[config.mk]
export PLATFORM = sky130hd
export DESIGN_NAME = mcs_top
export DESIGN_NICKNAME = d
export VERILOG_FILES = /design/src/rtl/mcs_top.v /design/src/rtl/mcs_uart_rx.v /design/src/rtl/mcs_uart_tx.v
export VERILOG_INCLUDE_DIRS = /design/src /design/src/include
export SDC_FILE = /design/constraint.sdc
export NUM_CORES = 2
export LEC_CHECK = 0
export BUFFER_PORTS_ARGS = -buffer_cell sky130_fd_sc_hd__buf_2
export CAP_MARGIN = 20
export CORE_MARGIN = 4
export CORE_UTILIZATION = 41
export CTS_CLUSTER_SIZE = 40
export DETAILED_ROUTE_END_ITERATION = 7
export PLACE_DENSITY_LB_ADDON = 0.12
export SETUP_SLACK_MARGIN = 0.2
export SYNTH_ARGS = -nofsm -noshare
export SYNTH_HDL_FRONTEND = slang
export SYNTH_SLANG_ARGS = --single-unit
export TNS_END_PERCENT = 20
[constraint.sdc]
create_clock -name mclk -period 15.18 [get_ports mclk]
set_input_delay 1.518 -clock mclk [delete_from_list [all_inputs] [get_ports mclk]]
set_output_delay 1.518 -clock mclk [all_outputs]
set_load 0.005 [all_outputs]
[src/include/mcs_consts.vh]
/*
 Constants for the counter's serial register port: register numbers,
 function codes, status words, display limits and framing counts.
 Assumes inclusion by bare name from the rtl files.
*/
`ifndef MCS_CONSTS_VH
`define MCS_CONSTS_VH
// Register numbers.
`define REG_DISP_HI   16'h0001
`define REG_DISP_LO   16'h0002
`define REG_STATUS    16'h0003
`define REG_RELAYS    16'h0008
`define REG_MODE      16'h0015
// First register number that counts as configuration.
`define REG_CFG_FIRST 16'h0010
// Function codes.
`define FC_READ       8'h03
`define FC_WRITE1     8'h06
`define FC_WRITEN     8'h10
// Status words of the display value.
`define ST_VALID      16'h0000
`define ST_OVER       16'h0080
`define ST_UNDER      16'h0040
// Display range, 999999 and -99999.
`define DISP_MAX      32'h000f423f
`define DISP_MIN      32'hfffe7961
// Largest register group in one frame.
`define MAX_GROUP     16'h0010
// Slave address answered when the address setting is zero.
`define ADDR_ZERO_ALT 8'hff
// Bit times in one character and half characters in the end gap.
`define CHAR_BITS     8'h0b
`define GAP_HALFCH    8'h07
// Clock 50 MHz and cycles per bit for each rate.
`define CLK_HZ        26'h2faf080
`define DIV_1200      16'ha2c3
`define DIV_2400      16'h5161
`define DIV_4800      16'h28b1
`define DIV_9600      16'h1458
`define DIV_19200     16'h0a2c
`define DIV_38400     16'h0516
`define DIV_57600     16'h0364
`define DIV_115200    16'h01b2
// Receive buffer depth.
`define BUF_DEPTH     64
`endif

[src/rtl/mcs_top.v]
/*
 Counter with a serial register port: frame receive, CRC and address
 check, register reads and writes, replies, batching relays.
 Assumes counting pulses are one cycle long and synchronous to mclk.
*/
// Function
// - Characters are start, eight data, no parity.
// - Send two stop bits, accept one or two.
// - Bit rate selectable from 1200 to 115200.
// - Holding registers, signed values in two's complement.
// - Function 03h reads one or more registers.
// - Functions 06h and 10h write registers.
// - Broadcasts execute but never get replies.
// - Display value high at 01h, low at 02h.
// - Status 03h shows valid, overflow, underflow.
// - Batch start loads offset, energises both relays.
// - Subtraction mode: input B decrements counter.
// - Below first threshold, first relay drops.
// - Below second threshold, second relay drops.
// - Address 0 to 199; zero answers 255.
// - Optional reply delay of extra characters.
// - Config writes refused unless remote access on.
// - Watch time between frames; zero disables.
`timescale 1ns/100ps
`default_nettype none
`include "mcs_consts.vh"
module mcs_top #(
   parameter [25:0] CYC_PER_SEC = `CLK_HZ
) (
   // Clock and reset.
   input  wire        mclk,
   input  wire        nrst,
   // Serial line.
   input  wire        rs485_rx,
   output wire        rs485_tx,
   output wire        rs485_de,
   // Port settings.
   input  wire [7:0]  slave_addr,
   input  wire [2:0]  baud_sel,
   input  wire [2:0]  reply_delay_setting,
   input  wire        remote_config_access,
   input  wire [6:0]  frame_gap_timeout,
   // Counting and batching.
   input  wire        count_a,
   input  wire        count_b,
   input  wire        batch_start,
   input  wire [31:0] offset_value,
   input  wire [31:0] first_threshold,
   input  wire [31:0] second_threshold,
   // Results.
   output reg         first_relay,
   output reg         second_relay,
   output reg  [31:0] display_value,
   output reg         subtract_mode,
   output reg         frame_gap_alarm
);
   // ****************************************
   // States
   // ****************************************
   localparam [4:0] S_IDLE  = 5'h01;
   localparam [4:0] S_CHECK = 5'h02;
   localparam [4:0] S_EXEC  = 5'h04;
   localparam [4:0] S_WAIT  = 5'h08;
   localparam [4:0] S_SEND  = 5'h10;

   // ****************************************
   // Functions
   // ****************************************
   // Cycles per bit for each rate code.
   function [15:0] bit_div;
      input [2:0] s;
      begin
         case (s)
            3'h0: bit_div = `DIV_1200;
            3'h1: bit_div = `DIV_2400;
            3'h2: bit_div = `DIV_4800;
            3'h3: bit_div = `DIV_9600;
            3'h4: bit_div = `DIV_19200;
            3'h5: bit_div = `DIV_38400;
            3'h6: bit_div = `DIV_57600;
            default: bit_div = `DIV_115200;
         endcase
      end
   endfunction

   // Extra reply delay in characters for each setting.
   function [7:0] delay_chars;
      input [2:0] s;
      begin
         case (s)
            3'h1: delay_chars = 8'h0a;
            3'h2: delay_chars = 8'h14;
            3'h3: delay_chars = 8'h32;
            3'h4: delay_chars = 8'h64;
            3'h5: delay_chars = 8'hc8;
            default: delay_chars = 8'h00;
         endcase
      end
   endfunction

   // One byte step of the Modbus CRC, reflected polynomial.
   function [15:0] crc_step;
      input [15:0] c;
      input [7:0]  d;
      integer i;
      reg [15:0] r;
      begin
         r = c ^ {8'h00, d};
         for (i = 0; i < 8; i = i + 1)
            r = r[0] ? ({1'b0, r[15:1]} ^ 16'ha001) : {1'b0, r[15:1]};
         crc_step = r;
      end
   endfunction

   // ****************************************
   // Reset release
   // ****************************************
   reg  [1:0] rsync_q; // Two-stage release of the reset.
   wire       rst_n;   // Reset used by the rest of the design.

   always @(posedge mclk or negedge nrst) begin
      if (!nrst)
         rsync_q <= 2'b00;
      else
         rsync_q <= {rsync_q[0], 1'b1};
   end
   assign rst_n = rsync_q[1];

   // ****************************************
   // Serial ends
   // ****************************************
   wire [15:0] div_w = bit_div(baud_sel);
   wire [7:0]  rx_data;
   wire        rx_valid;
   wire        tx_busy;
   reg  [7:0]  tx_byte;  // Byte offered to the transmitter.
   reg  [7:0]  tx_data_q; // Byte latched together with the start pulse.
   reg         tx_go_q;  // Start pulse to the transmitter.

   mcs_rx u_rx (
      .clk     (mclk),
      .rst_n   (rst_n),
      .div     (div_w),
      .rx_in   (rs485_rx),
      .data_q  (rx_data),
      .valid_q (rx_valid)
   );

   mcs_tx u_tx (
      .clk    (mclk),
      .rst_n  (rst_n),
      .div    (div_w),
      .data   (tx_data_q),
      .start  (tx_go_q),
      .busy_q (tx_busy),
      .tx_q   (rs485_tx),
      .drive  (rs485_de)
   );

   // ****************************************
   // Frame state
   // ****************************************
   reg [7:0]  buf_q [0:`BUF_DEPTH-1]; // Received frame bytes.
   reg [6:0]  len_q;    // Bytes received.
   reg        ovf_q;    // Frame longer than the buffer.
   reg [15:0] crc_q;    // CRC over received bytes, zero when good.
   reg [22:0] gap_q;    // Silent cycles since the last byte.
   reg [4:0]  state_q;
   reg [4:0]  idx_q;    // Register index during writes.
   reg [6:0]  tx_idx_q; // Reply byte index.
   reg [15:0] txcrc_q;  // CRC over sent bytes.
   reg [26:0] dly_q;    // Reply delay cycles left.
   reg        frame_ok; // Valid frame seen this cycle.

   wire [7:0]  fc    = buf_q[1];
   wire [15:0] start = {buf_q[2], buf_q[3]};
   wire [15:0] qty   = {buf_q[4], buf_q[5]};
   wire        bcast = (buf_q[0] == 8'h00);
   // Address zero in the setting answers the alternate address.
   wire [7:0]  my_addr = (slave_addr == 8'h00) ? `ADDR_ZERO_ALT : slave_addr;
   // Gap of 3.5 characters: div times 11 times 7, halved.
   wire [22:0] gap_lim = (div_w * `CHAR_BITS * `GAP_HALFCH) >> 1;
   wire [26:0] dly_lim = div_w * `CHAR_BITS * delay_chars(reply_delay_setting);
   wire        grp_ok  = (qty != 16'h0000) && (qty <= `MAX_GROUP);
   wire [6:0]  rd_len  = 7'h05 + {1'b0, qty[4:0], 1'b0};
   wire [6:0]  tx_len  = (fc == `FC_READ) ? rd_len : 7'h08;

   // Request shape check per function code.
   reg fc_ok;
   always @* begin
      case (fc)
         `FC_READ:   fc_ok = (len_q == 7'h08) && grp_ok;
         `FC_WRITE1: fc_ok = (len_q == 7'h08);
         `FC_WRITEN: fc_ok = grp_ok && (buf_q[6] == {qty[6:0], 1'b0})
                             && (len_q == 7'h09 + {1'b0, qty[4:0], 1'b0});
         default:    fc_ok = 1'b0;
      endcase
   end

   // ****************************************
   // Register write strobe and read mux
   // ****************************************
   reg        wr_en;
   reg [15:0] wr_addr;
   reg [15:0] wr_data;
   always @* begin
      wr_en   = 1'b0;
      wr_addr = 16'h0000;
      wr_data = 16'h0000;
      if (state_q == S_EXEC) begin
         if (fc == `FC_WRITE1) begin
            wr_en   = 1'b1;
            wr_addr = start;
            wr_data = qty;
         end else if (fc == `FC_WRITEN) begin
            wr_en   = 1'b1;
            wr_addr = start + {11'h000, idx_q};
            wr_data = {buf_q[{idx_q, 1'b1} + 6'h06], buf_q[{idx_q, 1'b0} + 6'h08]};
         end
      end
   end

   wire [15:0] status_w; // Validity word of the display value.
   // Register contents; signed values appear in two's complement.
   function [15:0] reg_word;
      input [15:0] a;
      begin
         case (a)
            `REG_DISP_HI: reg_word = display_value[31:16];
            `REG_DISP_LO: reg_word = display_value[15:0];
            `REG_STATUS:  reg_word = status_w;
            `REG_RELAYS:  reg_word = {14'h0000, second_relay, first_relay};
            `REG_MODE:    reg_word = {15'h0000, subtract_mode};
            default:      reg_word = 16'h0000;
         endcase
      end
   endfunction

   // Reply byte for the current index.
   wire [6:0]  dat_i = tx_idx_q - 7'h03;
   wire [15:0] rd_w  = reg_word(start + {10'h000, dat_i[6:1]});
   always @* begin
      if (tx_idx_q == tx_len - 7'h02)
         tx_byte = txcrc_q[7:0];
      else if (tx_idx_q == tx_len - 7'h01)
         tx_byte = txcrc_q[15:8];
      else if (fc != `FC_READ || tx_idx_q < 7'h02)
         tx_byte = buf_q[tx_idx_q[5:0]];
      else if (tx_idx_q == 7'h02)
         tx_byte = {qty[6:0], 1'b0};
      else
         tx_byte = dat_i[0] ? rd_w[7:0] : rd_w[15:8];
   end

   // ****************************************
   // Frame sequencer
   // ****************************************
   // Bytes arriving outside the idle state are dropped; a master must
   // not talk over a reply anyway.
   always @(posedge mclk or negedge rst_n) begin
      if (!rst_n) begin
         state_q  <= S_IDLE;
         len_q    <= 7'h00;
         ovf_q    <= 1'b0;
         crc_q    <= 16'hffff;
         gap_q    <= 23'h000000;
         idx_q    <= 5'h00;
         tx_idx_q <= 7'h00;
         txcrc_q  <= 16'hffff;
         dly_q    <= 27'h0000000;
         tx_data_q <= 8'h00;
         tx_go_q  <= 1'b0;
         frame_ok <= 1'b0;
      end else begin
         tx_go_q  <= 1'b0;
         frame_ok <= 1'b0;
         case (state_q)
            S_IDLE: begin
               if (rx_valid) begin
                  if (len_q == `BUF_DEPTH)
                     ovf_q <= 1'b1;
                  else begin
                     buf_q[len_q[5:0]] <= rx_data;
                     len_q <= len_q + 7'h01;
                  end
                  crc_q <= crc_step(crc_q, rx_data);
                  gap_q <= 23'h000000;
               end else if (len_q != 7'h00) begin
                  gap_q <= gap_q + 23'h000001;
                  if (gap_q >= gap_lim)
                     state_q <= S_CHECK;
               end
            end
            S_CHECK: begin
               idx_q    <= 5'h00;
               tx_idx_q <= 7'h00;
               txcrc_q  <= 16'hffff;
               dly_q    <= dly_lim;
               // Bad CRC or another address: drop without a word.
               if (!ovf_q && crc_q == 16'h0000 && fc_ok
                   && (bcast || buf_q[0] == my_addr)) begin
                  state_q  <= S_EXEC;
                  frame_ok <= 1'b1;
               end else begin
                  state_q <= S_IDLE;
                  len_q   <= 7'h00;
                  ovf_q   <= 1'b0;
                  crc_q   <= 16'hffff;
               end
            end
            S_EXEC: begin
               idx_q <= idx_q + 5'h01;
               if (fc != `FC_WRITEN || idx_q == qty[4:0] - 5'h01) begin
                  // Broadcasts are carried out but never answered.
                  if (bcast) begin
                     state_q <= S_IDLE;
                     len_q   <= 7'h00;
                     crc_q   <= 16'hffff;
                  end else
                     state_q <= S_WAIT;
               end
            end
            S_WAIT: begin
               // The end gap already gave the minimum turnaround.
               if (dly_q == 27'h0000000)
                  state_q <= S_SEND;
               else
                  dly_q <= dly_q - 27'h0000001;
            end
            S_SEND: begin
               if (!tx_busy && !tx_go_q) begin
                  if (tx_idx_q == tx_len) begin
                     state_q <= S_IDLE;
                     len_q   <= 7'h00;
                     crc_q   <= 16'hffff;
                  end else begin
                     tx_go_q   <= 1'b1;
                     tx_data_q <= tx_byte;
                     // The check word is sent as it stood before its first byte.
                     if (tx_idx_q < tx_len - 7'h02)
                        txcrc_q <= crc_step(txcrc_q, tx_byte);
                     tx_idx_q <= tx_idx_q + 7'h01;
                  end
               end
            end
            default: state_q <= S_IDLE;
         endcase
      end
   end

   // ****************************************
   // Counter, relays and mode
   // ****************************************
   assign status_w = ($signed(display_value) > $signed(`DISP_MAX)) ? `ST_OVER :
                     ($signed(display_value) < $signed(`DISP_MIN)) ? `ST_UNDER :
                     `ST_VALID;

   wire [31:0] step_b = (subtract_mode && count_b) ? 32'hffffffff :
                        {31'h00000000, count_b};
   wire [31:0] next_v = display_value + {31'h00000000, count_a} + step_b;

   // Batch start has priority, then serial writes, then thresholds.
   always @(posedge mclk or negedge rst_n) begin
      if (!rst_n) begin
         display_value <= 32'h00000000;
         first_relay   <= 1'b0;
         second_relay  <= 1'b0;
         subtract_mode <= 1'b0;
      end else begin
         display_value <= next_v;
         if (batch_start) begin
            display_value <= offset_value;
            first_relay   <= 1'b1;
            second_relay  <= 1'b1;
         end else if (wr_en && wr_addr == `REG_RELAYS) begin
            // Relay state stays writable whatever the access setting.
            first_relay  <= wr_data[0];
            second_relay <= wr_data[1];
         end else begin
            if ($signed(display_value) < $signed(first_threshold))
               first_relay <= 1'b0;
            if ($signed(display_value) < $signed(second_threshold))
               second_relay <= 1'b0;
         end
         // Configuration writes take effect only with remote access on.
         if (wr_en && wr_addr == `REG_MODE && remote_config_access)
            subtract_mode <= wr_data[0];
      end
   end

   // ****************************************
   // Frame interval watch
   // ****************************************
   reg [25:0] sec_cyc_q; // Cycles within the current second.
   reg [6:0]  secs_q;    // Whole seconds since the last good frame.
   always @(posedge mclk or negedge rst_n) begin
      if (!rst_n) begin
         sec_cyc_q       <= 26'h0000000;
         secs_q          <= 7'h00;
         frame_gap_alarm <= 1'b0;
      end else begin
         if (frame_ok) begin
            sec_cyc_q <= 26'h0000000;
            secs_q    <= 7'h00;
         end else if (sec_cyc_q == CYC_PER_SEC - 26'h0000001) begin
            sec_cyc_q <= 26'h0000000;
            if (secs_q != 7'h7f)
               secs_q <= secs_q + 7'h01;
         end else
            sec_cyc_q <= sec_cyc_q + 26'h0000001;
         // A zero setting switches the watch off.
         frame_gap_alarm <= (frame_gap_timeout != 7'h00)
                            && (secs_q >= frame_gap_timeout);
      end
   end
endmodule // mcs_top
`default_nettype wire

[src/rtl/mcs_uart_rx.v]
/*
 Serial receiver: one start bit, eight data bits, no parity.
 Assumes rx input synchronous to clk and div the cycles per bit.
*/
`timescale 1ns/100ps
`default_nettype none
module mcs_rx (
   // Clock and reset.
   input  wire        clk,
   input  wire        rst_n,
   // Configuration.
   input  wire [15:0] div,
   // Line.
   input  wire        rx_in,
   // Received byte.
   output reg  [7:0]  data_q,
   output reg         valid_q
);
   reg        busy_q;   // A character is in progress.
   reg [15:0] cnt_q;    // Cycles to the next sample point.
   reg [3:0]  bit_q;    // Bit position, 0 start to 9 stop.

   // ****************************************
   // Sampling at mid bit
   // ****************************************
   // Only the first stop bit is checked, so one or two stop bits pass.
   always @(posedge clk or negedge rst_n) begin
      if (!rst_n) begin
         busy_q  <= 1'b0;
         cnt_q   <= 16'h0000;
         bit_q   <= 4'h0;
         data_q  <= 8'h00;
         valid_q <= 1'b0;
      end else begin
         valid_q <= 1'b0;
         if (!busy_q) begin
            // A falling line starts a character.
            if (!rx_in) begin
               busy_q <= 1'b1;
               cnt_q  <= {1'b0, div[15:1]};
               bit_q  <= 4'h0;
            end
         end else if (cnt_q != 16'h0000) begin
            cnt_q <= cnt_q - 16'h0001;
         end else begin
            cnt_q <= div - 16'h0001;
            bit_q <= bit_q + 4'h1;
            if (bit_q == 4'h0) begin
               // A glitch that is high again at mid start is dropped.
               if (rx_in)
                  busy_q <= 1'b0;
            end else if (bit_q < 4'h9) begin
               data_q <= {rx_in, data_q[7:1]};
            end else begin
               busy_q  <= 1'b0;
               valid_q <= rx_in;
            end
         end
      end
   end
endmodule // mcs_rx
`default_nettype wire

[src/rtl/mcs_uart_tx.v]
/*
 Serial transmitter: start bit, eight data bits, two stop bits.
 Assumes start is a one-cycle pulse given only while busy is low.
*/
`timescale 1ns/100ps
`default_nettype none
module mcs_tx (
   // Clock and reset.
   input  wire        clk,
   input  wire        rst_n,
   // Configuration.
   input  wire [15:0] div,
   // Byte to send.
   input  wire [7:0]  data,
   input  wire        start,
   output reg         busy_q,
   // Line and driver enable.
   output reg         tx_q,
   output wire        drive
);
   reg [10:0] sh_q;   // Bits still to send, lsb first.
   reg [3:0]  left_q; // Bits remaining.
   reg [15:0] cnt_q;  // Cycles left in the current bit.

   // The driver stays on across the whole character.
   assign drive = busy_q;

   // ****************************************
   // Shift out
   // ****************************************
   always @(posedge clk or negedge rst_n) begin
      if (!rst_n) begin
         busy_q <= 1'b0;
         tx_q   <= 1'b1;
         sh_q   <= 11'h7ff;
         left_q <= 4'h0;
         cnt_q  <= 16'h0000;
      end else if (!busy_q) begin
         tx_q <= 1'b1;
         if (start) begin
            // Two stop bits on every character.
            sh_q   <= {2'b11, data, 1'b0};
            left_q <= 4'hb;
            cnt_q  <= 16'h0000;
            busy_q <= 1'b1;
         end
      end else if (cnt_q != 16'h0000) begin
         cnt_q <= cnt_q - 16'h0001;
      end else if (left_q == 4'h0) begin
         busy_q <= 1'b0;
      end else begin
         tx_q   <= sh_q[0];
         sh_q   <= {1'b1, sh_q[10:1]};
         left_q <= left_q - 4'h1;
         cnt_q  <= div - 16'h0001;
      end
   end
endmodule // mcs_tx
`default_nettype wire

==> summary.md <==
| Metric | Value |
|---|---|
| Synth unique cells | `104` |
| Post-synth top flop | `edfxtp_1` |
| Placed wire-length estimate | `93400 µm` |
| Placed cell area | `49200 µm²` |
| # DRC | `0` |
| Status | `finished clean` |
| Slew margin rel. | `21.1%` |
| Worst VDD drop | `162 µV` |
| NetSw | `2.57 mW` |
| Period minus WS final | `10.47 ns` |
| Sw frac | `35.7%` |
| Post-synth EDFFs | `512` |
| Min-Delay Path Class | `flip-flop to asynchronous set/reset pin` |
| Crit-path most repeated cell | `inv_1` |
| Final instance area | `52100 µm²` |
| Pint | `4.63 mW` |
| Hold Fails Final Rpt | `0` |
| RR Startpoint | `tx_idx_q[0]` |
| Fmax | `95.5 MHz` |
| Worst R2R Path Depth | `17` |
| Clk root buf | `clkbuf_16` |
| Core Area | `113000 µm²` |
| Reg power frac | `34.6%` |
| Max-cap violations | `0` |
| FFs w/ async S/R, synth | `32.7%` |
| Synth top area cells | `edfxtp_1 33%, dfrtp_1 11%, ha_1 7.7%, mux4_2 6.7%, fa_1 4.7%` |
| Drt wl/cell | `22.4 µm` |
| Vias in the first global route | `32700` |
| Slew at the pin with the worst max-slew slack | `1.17 ns` |
| Largest net degree at the start of global routing | `151` |
| Crit path kind | `primary input to flip-flop` |
| Initial antenna violation count | `8` |
| Worst-path maximum fanout | `10` |
| Die H | `346 µm` |
| Vias/cell | `5.62` |
| Synth area leader | `edfxtp_1` |
| Pwr dens | `138 nW/µm²` |
| Post-CTS Setup Bufs | `0` |
| CTS tree | `yes` |
| Reg2reg end | `txcrc_q[0]` |
| Post-synthesis instance area | `46800 µm²` |
| Post_cts resized | `0` |
| Clock-pin transition on the worst setup and hold timing paths | `0.06 ns` |
| I/O Buffers | `161` |
| Global Route Usage Sum | `21.6%` |
| Clock power frac | `29.2%` |
| Sequential cell area fraction in the yosys report | `46.3%` |
| Ports | `162` |
| First-pass GRT wire length | `202000 µm` |
| CTS hold repair buffers | `0` |
| Crit-path max cell delay | `0.76 ns` |
| DRT iter0 DRCs | `2313` |
| Critical path's slowest cell | `o32ai_1` |
| Die ar. | `120000 µm²` |
| Syn. warnings | `0` |
| Leakage Power | `20.7 nW` |
| Post-Synthesis Cells | `4180` |
| Area of the multi-input gates | `23300 µm²` |
| Reg2reg setup slack | `8.62 ns` |
| Routed Antenna Nets | `0` |
| Layout Skew | `0.0361 ns` |
| Post-route non-filler standard cell count | `5878` |
| Clock latency on the worst-skew pair | `0.67 ns` |
| Register Area | `21700 µm²` |
| Final GP Congestion | `0.896` |
| Final setup TNS | `0 ns` |
| Final period utilization | `69.0%` |
| Worst setup SP type | `primary input` |
| Starting Density | `41.4%` |
| RSZ-0062 raised after global routing | `no` |
| Hold Slack | `0.345 ns` |
| CTS Buf Count | `86` |
| Fillers | `10500` |
| Layout cells sized above 1 | `14.0%` |
| Grt total ovfl | `0` |
| Synthesized area per cell | `11.2 µm²` |
| Most instantiated cells after synthesis | `512 x edfxtp_1, 423 x nor2_1, 312 x nand2_1` |
| Inst Count DP | `5717` |
| Post-Route WL | `132000 µm` |
| H-tree lvl count | `3` |
| Die width | `346 µm` |
| Clk sink count | `761` |
| Slew Limit Fails | `0` |
| # setup viols final | `0` |
| Crit. End Element | `flip-flop` |
| Clock buffer depth | `3` |
| # rows | `123` |
| 1st-pass router iterations | `5` |
| Combinational power share | `36.1%` |
| Area Growth Syn to Fin | `11.2%` |
| CP required | `15.71 ns` |
| Most common cell in the netlist | `edfxtp_1` |
| DR vias | `33000` |
| CP Data Arrival Time | `11.00 ns` |
| Top cell type's share of synthesized area | `32.8%` |
| Synthesized flop and latch total | `761` |
| Layout Nets | `4830` |
==> sequential cells by signal, summed over array words and instances, names as in the netlist, 8 cells and up <==
| register | flops |
|---|---|
| u_tx.cnt_q | 16 |
| tx_data_q | 8 |
| u_rx.cnt_q | 16 |
| u_tx.sh_q | 9 |
| crc_q | 16 |
| txcrc_q | 16 |
| u_rx.data_q | 8 |
| display_value | 32 |
| dly_q | 27 |
| buf_q | 512 |
| gap_q | 23 |
| sec_cyc_q | 26 |
==> kinds of logic (layout without fill, tap and decap cells) <==
family / Yosys count / count (layout) / share of synthesized area (%)
DFF: 761 / 761 / 46.3
adders and majority gates: 399 / 399 / 12.4
buffers and inverters: 482 / 677 / 4.06
AOI/OAI and AO/OA: 844 / 844 / 11.6
xor gates and xnor gates: 230 / 230 / 4.42
and+or+nand+nor: 1235 / 1235 / 12.5
muxes: 228 / 228 / 8.68
other: 1 / 4 / 0.00801
==> final cells by class <==
class,count,share of cell area (%)
timing repair buffer,216,2.40
multi-input combinational,2938,44.7
antenna,2,0.00961
inverter,304,2.19
tap,1500,3.60
clock inverter,42,0.981
clock buffer,115,4.42
sequential,761,41.6
==> layer usage <==
layer	global-route usage, %	vias up	wire [µm]
met5	0	-	17
met4	5.68	2	3380
met2	36.3	848	64100
li1	-	15600	-
met3	3.67	189	7340
met1	29.1	16400	56900
==> cell usage in the layout, fill, tap and decap left out, drive strengths merged, types with 64 or more instances in the layout <==
cell type  instances
edfxtp           512
nor2             423
nand2            313
inv              305
ha               288
o21ai            230
buf              216
a21oi            214
dfrtp            206
mux4             140
xnor2            127
clkbuf           115
fa               111
xor2              99
nand3             86
nor3              78
a21o              72
mux2i             64
==> critical path, delay by kind of cell <==
family | cells | cell delay, ns
fa+ha+maj | 9 | 3.61
compound gates | 14 | 3.17
buf+inv | 11 | 1.51
xor+xnor | 2 | 0.70
simple gates | 4 | 0.47
==> how the worst max path moves through the flow <==
stage	startpoint	to	slack (ns)	depth (start not counted)
5_1_grt	baud_sel[0]	dly_q[26]	3.94	40
4_1_cts	baud_sel[0]	dly_q[26]	4.88	40
6_report	baud_sel[0]	dly_q[26]	4.71	40
2_1_floorplan	baud_sel[0]	dly_q[26]	5.35	39
3_5_place_dp	baud_sel[0]	dly_q[26]	4.16	40
3_3_place_gp	baud_sel[0]	dly_q[26]	4.35	40
==> stage by stage <==
step                worst slack, ns  power (mW)  utilization (%)
CTS                            4.88        7.26             46.1
finish                         4.71        7.20             46.1
floorplan                      5.35        4.39                -
detailed placement             4.16        5.12             43.6
global placement               4.35        5.11             43.6
global route                   3.94        7.70             46.1
==> power groups by stage <==
stage | Clock (mW) | Sequential, mW | Combinational, mW
2_1_floorplan | 0 | 2.49 | 1.90
3_5_place_dp | 0 | 2.53 | 2.59
6_report | 2.10 | 2.50 | 2.60
4_1_cts | 2.16 | 2.49 | 2.61
3_3_place_gp | 0 | 2.53 | 2.58
5_1_grt | 2.24 | 2.52 | 2.94
Power figures use the tool's default switching activity.
